`src/hdl/cies_pkg.sv`:
```
// Purpose: Constants for the instruction execution subset block
// Assumes: APB slave, 32-bit data, one aligned word per register
// Notes:   Flag bit positions match the FLAGS register layout
// Contract
// - Subtract sets carry when difference is zero or positive, clears when negative
// - minus_into_memory writes work minus memory back to memory, work unchanged
// - Immediate subtract stores work minus constant into working_register
// - All subtract forms update overflow, zero, half carry and carry flags
// - nibble_exchange swaps memory nibbles in place, flags unchanged
// - skip_if_memory_null skips next instruction when memory byte is zero
// - Every skip-type operation takes two machine cycles
// - copy_then_skip_if_null copies byte to work, skips if zero, flags unchanged
// - Bit-test skip skips when selected memory bit is zero, flags unchanged
// - table_fetch_current_page reads current-page word: low byte to memory, high to latch
// - table_fetch_last_page does the same from the last program page
// - exclusive_or_into_work stores work xor memory in work, updates zero only
// - exclusive_or_into_memory stores work xor memory in memory, updates zero only
// - Immediate exclusive-or stores work xor constant in work, updates zero only
package cies_pkg;

    localparam int unsigned DATA_W      = 8;
    localparam int unsigned PROG_W      = 15;
    localparam int unsigned PROG_AW     = 12;
    localparam int unsigned DMEM_DEPTH  = 192;
    localparam logic [3:0]  LAST_PAGE   = 4'hf;

    // Register byte offsets
    localparam logic [7:0]  OFS_CMD     = 8'h00;
    localparam logic [7:0]  OFS_OPND    = 8'h04;
    localparam logic [7:0]  OFS_WORK    = 8'h08;
    localparam logic [7:0]  OFS_FLAGS   = 8'h0c;
    localparam logic [7:0]  OFS_TPTR    = 8'h10;
    localparam logic [7:0]  OFS_THIGH   = 8'h14;
    localparam logic [7:0]  OFS_STATUS  = 8'h18;
    localparam logic [7:0]  OFS_DMEM    = 8'h1c;

    // Field positions
    localparam int unsigned CMD_OP_LSB  = 0;
    localparam int unsigned CMD_BIT_LSB = 4;
    localparam int unsigned OPND_IMM_LSB = 8;
    localparam int unsigned TPTR_PAGE_LSB = 8;
    localparam int unsigned FLG_C       = 0;
    localparam int unsigned FLG_HC      = 1;
    localparam int unsigned FLG_Z       = 2;
    localparam int unsigned FLG_SR      = 3;
    localparam int unsigned STS_BUSY    = 0;
    localparam int unsigned STS_SKIP    = 1;

    // Reset values
    localparam logic [7:0]  RST_BYTE    = 8'h00;
    localparam logic [3:0]  RST_FLAGS   = 4'h0;
    localparam logic [3:0]  RST_PAGE    = 4'h0;

    typedef enum logic [3:0] {
        CIES_OP_SUB_MEM  = 4'h0,
        CIES_OP_SUB_TOM  = 4'h1,
        CIES_OP_SUB_IMM  = 4'h2,
        CIES_OP_SWAP     = 4'h3,
        CIES_OP_SWAP_TOW = 4'h4,
        CIES_OP_SKZ      = 4'h5,
        CIES_OP_SKZ_CPY  = 4'h6,
        CIES_OP_SKZ_BIT  = 4'h7,
        CIES_OP_TAB_CUR  = 4'h8,
        CIES_OP_TAB_LAST = 4'h9,
        CIES_OP_XOR_MEM  = 4'ha,
        CIES_OP_XOR_TOM  = 4'hb,
        CIES_OP_XOR_IMM  = 4'hc
    } cies_op_e;

    typedef enum logic [1:0] {
        CIES_ST_IDLE  = 2'b00,
        CIES_ST_EXEC  = 2'b01,
        CIES_ST_SKIP  = 2'b10,
        CIES_ST_TABLE = 2'b11
    } cies_state_e;

endpackage : cies_pkg

```
`src/hdl/cies_core.sv`:
```
// Purpose: Executes subtract, nibble swap, skip, table read and xor operations
// Assumes: Program memory answers in the same cycle that prog_rd is high, on the same clock
// Notes:   Data memory lives here as flip-flops; addresses past its end read zero
module cies_core
(
    input  wire logic        clock,
    input  wire logic        rst,
    input  wire logic        psel,
    input  wire logic        penable,
    input  wire logic        pwrite,
    input  wire logic [7:0]  paddr,
    input  wire logic [31:0] pwdata,
    output logic      [31:0] prdata,
    output logic             pready,
    output logic             pslverr,
    output logic             prog_rd,
    output logic      [11:0] prog_addr,
    input  wire logic [14:0] prog_data,
    output logic             skip_next,
    output logic             busy
);

    cies_pkg::cies_state_e state;
    cies_pkg::cies_state_e next_state;
    cies_pkg::cies_op_e    op;
    logic [2:0]            bit_sel;
    logic [7:0]            opnd_addr;
    logic [7:0]            opnd_imm;
    logic [7:0]            working_register;
    logic [3:0]            flags;
    logic [7:0]            table_pointer;
    logic [3:0]            cur_page;
    logic [7:0]            table_high_latch;
    logic                  last_skip;
    logic [7:0]            dmem [cies_pkg::DMEM_DEPTH];

    logic       setup;
    logic       wr_acc;
    logic       mapped;
    logic       start;
    logic [7:0] mem_byte;
    logic [7:0] sub_b;
    logic [8:0] diff;
    logic [4:0] diff_lo;
    logic [7:0] xor_b;
    logic [7:0] xor_res;
    logic       skip_take;
    logic       is_skip_op;

    function automatic logic [7:0] nib_swap(input logic [7:0] v);
        nib_swap = {v[3:0], v[7:4]};
    endfunction : nib_swap

    function automatic logic addr_ok(input logic [7:0] a);
        addr_ok = (32'(a) < cies_pkg::DMEM_DEPTH);
    endfunction : addr_ok

    function automatic logic [7:0] mem_rd(input logic [7:0] a, input logic [7:0] v);
        mem_rd = addr_ok(a) ? v : cies_pkg::RST_BYTE;
    endfunction : mem_rd

    // Register writes land only while idle, so an operand never changes mid-operation
    function automatic logic reg_wr(input logic [7:0] ofs);
        reg_wr = wr_acc && (paddr == ofs) && !busy;
    endfunction : reg_wr

    // APB decode
    assign setup  = psel && !penable;
    assign wr_acc = psel && penable && pwrite;
    assign pready = 1'b1;
    always_comb
    begin
        case (paddr)
            cies_pkg::OFS_CMD, cies_pkg::OFS_OPND, cies_pkg::OFS_WORK, cies_pkg::OFS_FLAGS,
            cies_pkg::OFS_TPTR, cies_pkg::OFS_THIGH, cies_pkg::OFS_STATUS, cies_pkg::OFS_DMEM:
                mapped = 1'b1;
            default:
                mapped = 1'b0;
        endcase
    end
    assign pslverr = psel && penable && !mapped;

    // A command written while busy is dropped so an operation never changes mid-flight
    assign start = wr_acc && (paddr == cies_pkg::OFS_CMD) && (state == cies_pkg::CIES_ST_IDLE);
    assign busy  = (state != cies_pkg::CIES_ST_IDLE);

    // Operand and arithmetic paths
    assign mem_byte = mem_rd(opnd_addr, dmem[opnd_addr % 8'(cies_pkg::DMEM_DEPTH)]);
    assign sub_b   = (op == cies_pkg::CIES_OP_SUB_IMM) ? opnd_imm : mem_byte;
    assign diff    = {1'b0, working_register} - {1'b0, sub_b};
    assign diff_lo = {1'b0, working_register[3:0]} - {1'b0, sub_b[3:0]};
    assign xor_b   = (op == cies_pkg::CIES_OP_XOR_IMM) ? opnd_imm : mem_byte;
    assign xor_res = working_register ^ xor_b;

    always_comb
    begin
        is_skip_op = 1'b0;
        skip_take  = 1'b0;
        case (op)
            cies_pkg::CIES_OP_SKZ,
            cies_pkg::CIES_OP_SKZ_CPY:
            begin
                is_skip_op = 1'b1;
                skip_take  = (mem_byte == cies_pkg::RST_BYTE);
            end
            cies_pkg::CIES_OP_SKZ_BIT:
            begin
                is_skip_op = 1'b1;
                skip_take  = !mem_byte[bit_sel];
            end
            default:
            begin
                is_skip_op = 1'b0;
                skip_take  = 1'b0;
            end
        endcase
    end

    // Sequencer
    always_comb
    begin
        next_state = state;
        case (state)
            cies_pkg::CIES_ST_IDLE:
                if (start)
                    next_state = cies_pkg::CIES_ST_EXEC;
            cies_pkg::CIES_ST_EXEC:
                if (is_skip_op)
                    next_state = cies_pkg::CIES_ST_SKIP;
                else if (op == cies_pkg::CIES_OP_TAB_CUR || op == cies_pkg::CIES_OP_TAB_LAST)
                    next_state = cies_pkg::CIES_ST_TABLE;
                else
                    next_state = cies_pkg::CIES_ST_IDLE;
            cies_pkg::CIES_ST_SKIP:
                next_state = cies_pkg::CIES_ST_IDLE;
            cies_pkg::CIES_ST_TABLE:
                next_state = cies_pkg::CIES_ST_IDLE;
            default:
                next_state = cies_pkg::CIES_ST_IDLE;
        endcase
    end

    always_ff @(posedge clock)
    begin
        if (rst)
            state <= cies_pkg::CIES_ST_IDLE;
        else
            state <= next_state;
    end

    // Command and operand registers
    always_ff @(posedge clock)
    begin
        if (rst)
        begin
            op      <= cies_pkg::CIES_OP_SUB_MEM;
            bit_sel <= 3'h0;
        end
        else if (start)
        begin
            op      <= cies_pkg::cies_op_e'(pwdata[cies_pkg::CMD_OP_LSB +: 4]);
            bit_sel <= pwdata[cies_pkg::CMD_BIT_LSB +: 3];
        end
    end

    always_ff @(posedge clock)
    begin
        if (rst)
        begin
            opnd_addr <= cies_pkg::RST_BYTE;
            opnd_imm  <= cies_pkg::RST_BYTE;
        end
        else if (reg_wr(cies_pkg::OFS_OPND))
        begin
            opnd_addr <= pwdata[7:0];
            opnd_imm  <= pwdata[cies_pkg::OPND_IMM_LSB +: 8];
        end
    end

    // Working register
    always_ff @(posedge clock)
    begin
        if (rst)
            working_register <= cies_pkg::RST_BYTE;
        else if (state == cies_pkg::CIES_ST_EXEC)
        begin
            case (op)
                cies_pkg::CIES_OP_SUB_MEM,
                cies_pkg::CIES_OP_SUB_IMM:
                    working_register <= diff[7:0];
                cies_pkg::CIES_OP_SWAP_TOW:
                    working_register <= nib_swap(mem_byte);
                cies_pkg::CIES_OP_SKZ_CPY:
                    working_register <= mem_byte;
                cies_pkg::CIES_OP_XOR_MEM,
                cies_pkg::CIES_OP_XOR_IMM:
                    working_register <= xor_res;
                default:
                    working_register <= working_register;
            endcase
        end
        else if (reg_wr(cies_pkg::OFS_WORK))
            working_register <= pwdata[7:0];
    end

    // Status flags; carry is an inverted borrow
    always_ff @(posedge clock)
    begin
        if (rst)
            flags <= cies_pkg::RST_FLAGS;
        else if (state == cies_pkg::CIES_ST_EXEC)
        begin
            case (op)
                cies_pkg::CIES_OP_SUB_MEM,
                cies_pkg::CIES_OP_SUB_TOM,
                cies_pkg::CIES_OP_SUB_IMM:
                begin
                    flags[cies_pkg::FLG_C]  <= !diff[8];
                    flags[cies_pkg::FLG_HC] <= !diff_lo[4];
                    flags[cies_pkg::FLG_Z]  <= (diff[7:0] == cies_pkg::RST_BYTE);
                    flags[cies_pkg::FLG_SR] <= (working_register[7] != sub_b[7])
                                               && (diff[7] != working_register[7]);
                end
                cies_pkg::CIES_OP_XOR_MEM,
                cies_pkg::CIES_OP_XOR_TOM,
                cies_pkg::CIES_OP_XOR_IMM:
                    flags[cies_pkg::FLG_Z] <= (xor_res == cies_pkg::RST_BYTE);
                default:
                    flags <= flags;
            endcase
        end
        else if (reg_wr(cies_pkg::OFS_FLAGS))
            flags <= pwdata[3:0];
    end

    // Data memory; one write port shared by execution and the bus window
    always_ff @(posedge clock)
    begin
        if (state == cies_pkg::CIES_ST_EXEC && addr_ok(opnd_addr))
        begin
            case (op)
                cies_pkg::CIES_OP_SUB_TOM:
                    dmem[opnd_addr] <= diff[7:0];
                cies_pkg::CIES_OP_SWAP:
                    dmem[opnd_addr] <= nib_swap(mem_byte);
                cies_pkg::CIES_OP_XOR_TOM:
                    dmem[opnd_addr] <= xor_res;
                default:
                    dmem[opnd_addr] <= dmem[opnd_addr];
            endcase
        end
        else if (state == cies_pkg::CIES_ST_TABLE && addr_ok(opnd_addr))
            dmem[opnd_addr] <= prog_data[7:0];
        else if (reg_wr(cies_pkg::OFS_DMEM) && addr_ok(opnd_addr))
            dmem[opnd_addr] <= pwdata[7:0];
    end

    // Table pointer and page select
    always_ff @(posedge clock)
    begin
        if (rst)
        begin
            table_pointer <= cies_pkg::RST_BYTE;
            cur_page      <= cies_pkg::RST_PAGE;
        end
        else if (reg_wr(cies_pkg::OFS_TPTR))
        begin
            table_pointer <= pwdata[7:0];
            cur_page      <= pwdata[cies_pkg::TPTR_PAGE_LSB +: 4];
        end
    end

    // Program memory request, issued from the execute cycle
    always_ff @(posedge clock)
    begin
        if (rst)
        begin
            prog_rd   <= 1'b0;
            prog_addr <= 12'h000;
        end
        else if (state == cies_pkg::CIES_ST_EXEC && op == cies_pkg::CIES_OP_TAB_CUR)
        begin
            prog_rd   <= 1'b1;
            prog_addr <= {cur_page, table_pointer};
        end
        else if (state == cies_pkg::CIES_ST_EXEC && op == cies_pkg::CIES_OP_TAB_LAST)
        begin
            prog_rd   <= 1'b1;
            prog_addr <= {cies_pkg::LAST_PAGE, table_pointer};
        end
        else
            prog_rd <= 1'b0;
    end

    // High part of a program word is only seven bits wide
    always_ff @(posedge clock)
    begin
        if (rst)
            table_high_latch <= cies_pkg::RST_BYTE;
        else if (state == cies_pkg::CIES_ST_TABLE)
            table_high_latch <= {1'b0, prog_data[14:8]};
    end

    // Skip outcome, reported as a pulse and held for software
    always_ff @(posedge clock)
    begin
        if (rst)
        begin
            skip_next <= 1'b0;
            last_skip <= 1'b0;
        end
        else if (state == cies_pkg::CIES_ST_EXEC)
        begin
            skip_next <= skip_take;
            last_skip <= skip_take;
        end
        else
            skip_next <= 1'b0;
    end

    // Read data is captured in the setup phase so the access phase needs no wait
    always_ff @(posedge clock)
    begin
        if (rst)
            prdata <= 32'h0000_0000;
        else if (setup && !pwrite)
        begin
            case (paddr)
                cies_pkg::OFS_CMD:    prdata <= {25'h0, bit_sel, op};
                cies_pkg::OFS_OPND:   prdata <= {16'h0, opnd_imm, opnd_addr};
                cies_pkg::OFS_WORK:   prdata <= {24'h0, working_register};
                cies_pkg::OFS_FLAGS:  prdata <= {28'h0, flags};
                cies_pkg::OFS_TPTR:   prdata <= {20'h0, cur_page, table_pointer};
                cies_pkg::OFS_THIGH:  prdata <= {24'h0, table_high_latch};
                cies_pkg::OFS_STATUS: prdata <= {30'h0, last_skip, busy};
                cies_pkg::OFS_DMEM:   prdata <= {24'h0, mem_byte};
                default:              prdata <= 32'h0000_0000;
            endcase
        end
    end

endmodule : cies_core

```
`config.mk`:
```
export PLATFORM = sky130hd
export DESIGN_NAME = cies_core
export DESIGN_NICKNAME = d
export VERILOG_FILES = /design/src/hdl/cies_pkg.sv /design/src/hdl/cies_core.sv
export SDC_FILE = /design/constraint.sdc
export NUM_CORES = 2
export LEC_CHECK = 0
export BUFFER_PORTS_ARGS = -buffer_cell sky130_fd_sc_hd__buf_2
export CORE_MARGIN = 3
export CORE_UTILIZATION = 62
export CTS_BUF_LIST = sky130_fd_sc_hd__clkbuf_2 sky130_fd_sc_hd__clkbuf_4 sky130_fd_sc_hd__clkbuf_8
export CTS_CLUSTER_SIZE = 40
export DETAILED_ROUTE_END_ITERATION = 8
export PLACE_DENSITY = 0.79
export SLEW_MARGIN = 25
export SYNTH_ARGS = -nofsm -noshare
export SYNTH_HDL_FRONTEND = slang
export SYNTH_SLANG_ARGS = --single-unit
```
`constraint.sdc`:
```
create_clock -name clock -period 17.4 [get_ports clock]
set_clock_uncertainty 0.15 [all_clocks]
set_input_delay 2.61 -clock clock [delete_from_list [all_inputs] [get_ports clock]]
set_output_delay 2.61 -clock clock [all_outputs]
set_load 0.02 [all_outputs]
```
# ---- Word-level counts from Yosys, hierarchy flattened
# Memory sizes are Yosys's and may differ from the RTL's.
# Cells that the tools add are included.
dict set report word_totals {
  reg_bits 103
  ram_bits 1536
  rom_bits 32
  input_bits 60
  out_inout_bits 49
  word_cells 163
  memories 2
}
# name depth word_bits read_ports rd_clocked_by_memory_dff write_ports line_no
set memory_table {}
lappend memory_table {dmem 192 8 1 0 1 cies_core.sv:35} ;# logic [7:0] dmem [cies_pkg::DMEM_DEPTH];
lappend memory_table {{(no name shown)} 32 1 1 0 0 cies_core.sv:73} ;# case (paddr)
dict set report op_classes {
  n_addsub 2
  n_div 1
  magnitude_cmp 2
  n_eq_ne 29
  mux 49
  bitwise 7
  reduce_logical 55
}
# operator n
set op_table {}
lappend op_table {{case mux 16 bit (8 select lines)} 1}
lappend op_table {{2-to-1 mux 8 bit} 10}
lappend op_table {{== test 8 x 5 -> 1 bit (second input constant)} 4}
lappend op_table {{logical NOT 8 bit} 4}
lappend op_table {{case mux 8 bit (4 select lines)} 1}
lappend op_table {{2-to-1 mux 1 bit} 25}
lappend op_table {{2-to-1 mux 12 bit} 2}
lappend op_table {{logical AND 1 bit} 23}
lappend op_table {{== test 4 bit (second input constant)} 5}
lappend op_table {{== test 4 x 3 -> 1 bit (second input constant)} 4}
lappend op_table {{== test 8 x 4 -> 1 bit (second input constant)} 2}
lappend op_table {{OR reduction 3 bit} 4}
lappend op_table {{OR reduction 2 bit} 5}
lappend op_table {{subtractor 8 x 8 -> 9 bit} 1}
lappend op_table {{== test 4 x 2 -> 1 bit (second input constant)} 2}
lappend op_table {{== test 8 x 3 -> 1 bit (second input constant)} 1}
lappend op_table {{< comparator 8 bit (second input constant)} 1}
lappend op_table {{modulo 8 x 8 -> 8 bit (second input constant)} 1}
lappend op_table {{2-to-1 mux 2 bit} 4}
lappend op_table {{2-to-1 mux 4 bit} 2}
lappend op_table {{AND reduction 2 bit} 4}
lappend op_table {{nonzero test 2 bit} 4}
lappend op_table {{bitwise XOR 8 bit} 1}
lappend op_table {{logical NOT 1 bit} 7}
lappend op_table {{other kinds (20)} 27}

# ---- Longest topological paths before layout
dict set report depth {
  ltp_word 10
  mapped_depth 26
  depth_no_buf 20
}

# ---- Worst setup path after synthesis
# No wires, ideal clock.
dict set report synth_path {
  path_kind {register -> register}
  startpoint {register opnd_addr[0]}
  endpoint {memory dmem[0][7], data pin}
  setup_ps 1729
  t_arrival_ps 11782
  required_ps 15521
  slack_ps 3739
  path_stages_with_launch 23
  n_path_buf 5
  period_less_slack_ps 13661
  cell_sequence {dfxtp_1 > buf_4 > buf_6 > buf_6 > buf_4 > buf_2 > mux4_2 > mux2i_1 > mux2i_1 > a221oi_1 > o21a_1 > nor3_1 > a21oi_1 > ha_1 > o21ai_0 > a21boi_0 > o21ai_0 > a21boi_0 > o21ai_0 > a21boi_0 > nor2_1 > a21oi_1 > o31ai_1}
}
dict set report synth_via {
  elab_chain_len 10
  elab_cells_between_ends 27
  cone_classes {add/sub (1); div (1); order compare (1); mux (19); bitwise (1); reduce/logical (3); memory (1)}
}
# element line_no
set synth_rtl {}
lappend synth_rtl {{start: declaration} cies_core.sv:27} ;# logic [7:0] opnd_addr;
lappend synth_rtl {{start signal: assignment} cies_core.sv:170} ;# opnd_addr <= cies_pkg::RST_BYTE;
lappend synth_rtl {{start signal: assignment} cies_core.sv:175} ;# opnd_addr <= pwdata[7:0];
lappend synth_rtl {{modulo 8 x 8 -> 8 bit} cies_core.sv:88} ;# assign mem_byte = mem_rd(opnd_addr, dmem[opnd_addr % 8'(cies_pkg::DMEM_DEPTH)]);
lappend synth_rtl {{memory (192 x 8 bit)} -}
lappend synth_rtl {{2-to-1 mux 8 bit} cies_core.sv:59} ;# mem_rd = addr_ok(a) ? v : cies_pkg::RST_BYTE;
lappend synth_rtl {{2-to-1 mux 8 bit} cies_core.sv:89} ;# assign sub_b = (op == cies_pkg::CIES_OP_SUB_IMM) ? opnd_imm : mem_byte;
lappend synth_rtl {{subtractor 8 x 8 -> 9 bit} cies_core.sv:90} ;# assign diff = {1'b0, working_register} - {1'b0, sub_b};
lappend synth_rtl {{2-to-1 mux 8 bit (no line) (4 in series)} -}
lappend synth_rtl {{2-to-1 mux 8 bit (no line) (*)} -}
lappend synth_rtl {{end: declaration} cies_core.sv:35}
# Mark *: on every way between the ends. The rest lies on a longest branch, timed or not. The select of a mux whose other input is x is not followed.

# ---- Worst setup path after layout
dict set report layout_path {
  startpoint {register opnd_addr[0]}
  endpoint {memory dmem[71][5], data pin}
}
# The elaborated chain is that of the path after synthesis.

==> summary.md <==
| Metric | Value |
|---|---|
| Min cycle time layout | 9.796 ns |
| Clk buf depth | 3 |
| PD cells | 99.98 nW/µm² |
| Clock Latency Late Sink | 0.92 ns |
| Largest family of logic cells by synthesized area | multiplexers |
| Hold Violations, Final | 0 |
| Clock Sinks | 1623 |
| Setup violators final | 0 |
| Adder-cell share of the synthesized area | 0.1852% |
| Setup crit end kind | register |
| Vias in the first global route | 34690 |
| Register bit count reported by yosys | 1623 |
| Max VDD drop | 0.07693 mV |
| FF/Latch Area | 47880 µm² |
| Synth warn | 0 |
| CTS resizes | 0 |
| CTS tree | built |
| Initial DRT Pass Iterations | 7 |
| Postcts setup bufs | 0 |
| Initial DRC count | 5171 |
| Hpwl dp | 102.5 mm |
| CP startpoint kind | register |
| Commonest non-fill, non-tap cell in the layout | edfxtp_1 |
| Fin. max-slew vios | 0 |
| Layout area overhead | 9.557% |
| GRT overflow | 0 |
| Register area share after synthesis | 73.78% |
| Ports | 109 |
| Post-route DRC | 0 |
| Layout cells sized above 1 | 24.68% |
| Die area | 108600 µm² |
| Reg2Reg Depth | 23 |
| Initial antenna violation count | 4 |
| Hold depth | 2 |
| Clock transition at path regs | 0.06 ns |
| Maximum fanout along the worst path | 92 |
| Xor/xnor share of the synthesized area | 0.1871% |
| RSZ-0062 raised after global routing | no |
| First-pass GRT wire length | 240.5 mm |
| Core area | 103600 µm² |
| FFs w/ async S/R, synth | 0% |
| Final GP Congestion | 0.9626 |
| Number of synthesized flops with an enable pin | 1536 |
| Starting density of the core | 62.59% |
| Commonest non-fill, non-tap cells in the layout | edfxtp_1, mux4_2, nor2_1 |
| Avg Cell Area, Syn | 18.78 µm² |
| Hold buffers post-CTS | 0 |
| Die Wd | 329.5 µm |
| Mux cell area share after synthesis | 15.21% |
| Vias per cell | 6.827 |
| Die height | 329.5 µm |
| MaxCap Viol Count | 0 |
| # fillers | 6350 |
| Post-Synthesis Cells | 3455 |
| Critical Path RT | 17.80 ns |
| Min-delay worst type | register to register |
| CP arrival | 10.19 ns |
| Root buffer cell | clkbuf_8 |
| DR WL/cell | 31.75 µm |
| H-tree Lvls | 4 |
| Fin crit share | 56.30% |
| Detailed-route wire length | 165.2 mm |
| Worst-margin pin slew | 1.088 ns |
| Nets | 3703 |
| Remaining antenna violation count | 0 |
| FMAX | 0.1021 GHz |
| Post-synthesis compound-gate area fraction | 4.012% |
| TritonCTS Buffers | 232 |
| Setup TNS | 0 ns |
| Status | finished, final reports clean |
| # rows | 118 |
| Synth cell types | 82 |
| Synth Flop Type | edfxtp_1 |
| Hold slack | 0.2979 ns |
| Mapped Area | 64870 µm² |
| Vias | 35520 |
| Setup CP Type | register to register |
| Simple-gate portion of the synthesized area | 4.527% |
| Port bufs | 75 |
| Slew margin rel. | 26.89% |
| Largest net degree at the start of global routing | 119 |
| Multi-input logic area | 15840 µm² |
| Leakage power total | 21.77 nW |
| Tot GR Track Use | 31.02% |
[metrics by stage]
step | power [mW] | worst slack (ns) | area [µm²] | utilization [%] | instances
2_1_floorplan | 4.314 | 3.739 | 64930 | - | 3470
3_3_place_gp | 4.322 | 7.860 | 66510 | 64.17 | 4775
3_5_place_dp | 4.323 | 7.794 | 66540 | 64.20 | 4776
4_1_cts | 7.128 | 7.744 | 70940 | 68.45 | 5193
5_1_grt | 7.296 | 7.039 | 71060 | 68.56 | 5198
6_report | 7.106 | 7.604 | 71070 | 68.57 | 5202
[state kept, by name, indices dropped and copies added (netlist names)]
name and count:
working_register 8, skip_next 1, cur_page 4, state 2, table_pointer 8, last_skip 1
prog_rd 1, table_high_latch 7, opnd_imm 8, opnd_addr 8, flags 4, dmem 1536
bit_sel 3, op 4, prdata 16, prog_addr 12
[per-layer routing]
| layer | routed length (µm) | up-vias | GRT usage [%] |
|---|---|---|---|
| li1 | - | 14390 | - |
| met1 | 58920 | 17980 | 44.47 |
| met2 | 75220 | 2718 | 45.17 |
| met3 | 23180 | 432 | 9.129 |
| met4 | 7835 | 2 | 13.64 |
| met5 | 13 | - | 0 |
[logic make-up after synthesis]
kind of cell             after synthesis
AO/OA/AOI/OAI                        388
XOR/XNOR                              13
adder cells (fa/ha/maj)                9
buffers and inverters                242
flip-flops                          1623
multiplexers                         499
other                                  2
AND/OR/NAND/NOR                      679
[path summary, 6_finish.rpt]
check,end,start,slack (ns)
hold reg to reg,prdata[14],prdata[14],0.30
setup reg to reg,dmem[71][5],opnd_addr[0],7.60
setup / recovery,dmem[71][5],opnd_addr[0],7.60
hold / removal,prdata[14],prdata[14],0.30
[cells in the mapped netlist, types with 8 or more instances]
cell      count  area share [%]
buf_6        26            0.45
a22o_1       14            0.19
mux2i_1     100             1.5
o21ai_1      12           0.093
xnor2_1       9            0.12
inv_1        17           0.098
or3_1         8           0.077
a211oi_1     10            0.12
buf_2        45            0.35
nor2b_1      25            0.24
nor3_1       34            0.26
nand2_1     196             1.1
o21ai_0      43            0.33
and2_1       14            0.14
dfxtp_1      87             2.7
nor4_1        8           0.077
o22ai_1      12            0.12
a21oi_1     114            0.88
clkbuf_1     99            0.57
nand3_1      45            0.35
a222oi_1      9            0.14
and3_1       10           0.096
o211ai_1     11            0.13
buf_4        45            0.52
edfxtp_1   1536              71
a31oi_1      14            0.14
nor2_1      304             1.8
nand2b_1      9           0.087
a22oi_1      74            0.86
ha_1          8            0.15
mux4_2      388              13
a221oi_1     18            0.24
mux2_2       10            0.17
[where the power goes]
part / total [mW] / internal (mW) / switching [mW]
clock: 2.86 / 1.46 / 1.40
combinational: 0.0295 / 0.00689 / 0.0226
sequential: 4.21 / 4.21 / 0.000120
total: 7.11 / 5.68 / 1.42
[layout make-up]
class                           instances  area share [%]
Clock inverter                        101          0.7781
Tap cell                             1380           2.429
Inverter                               18         0.09859
Timing Repair Buffer                  154           1.597
Sequential cell                      1623           67.37
Multi-Input combinational cell       1605           22.28
Clock buffer                          316           5.424
Antenna cell                            5         0.01760
[critical path, cell delays in order (launching register included)]
cell and delay [ns]:
dfxtp_4 0.58, buf_4 0.77, buf_4 0.59, buf_4 0.81
mux4_2 0.38, a22oi_1 0.11, nand3_1 0.27, nand4_1 0.27
a221oi_1 0.80, nand2_1 0.39, o21ai_0 0.26, ha_1 0.22
nor2b_1 0.05, o21ai_0 0.21, a21boi_0 0.17, o21ai_0 0.25
nand2_1 0.10, xor2_1 0.25, nand2_1 0.09, o211ai_1 0.12
o211ai_1 0.20, a21oi_4 0.51, buf_4 0.83, buf_4 0.81
Power figures use the tool's default switching activity.
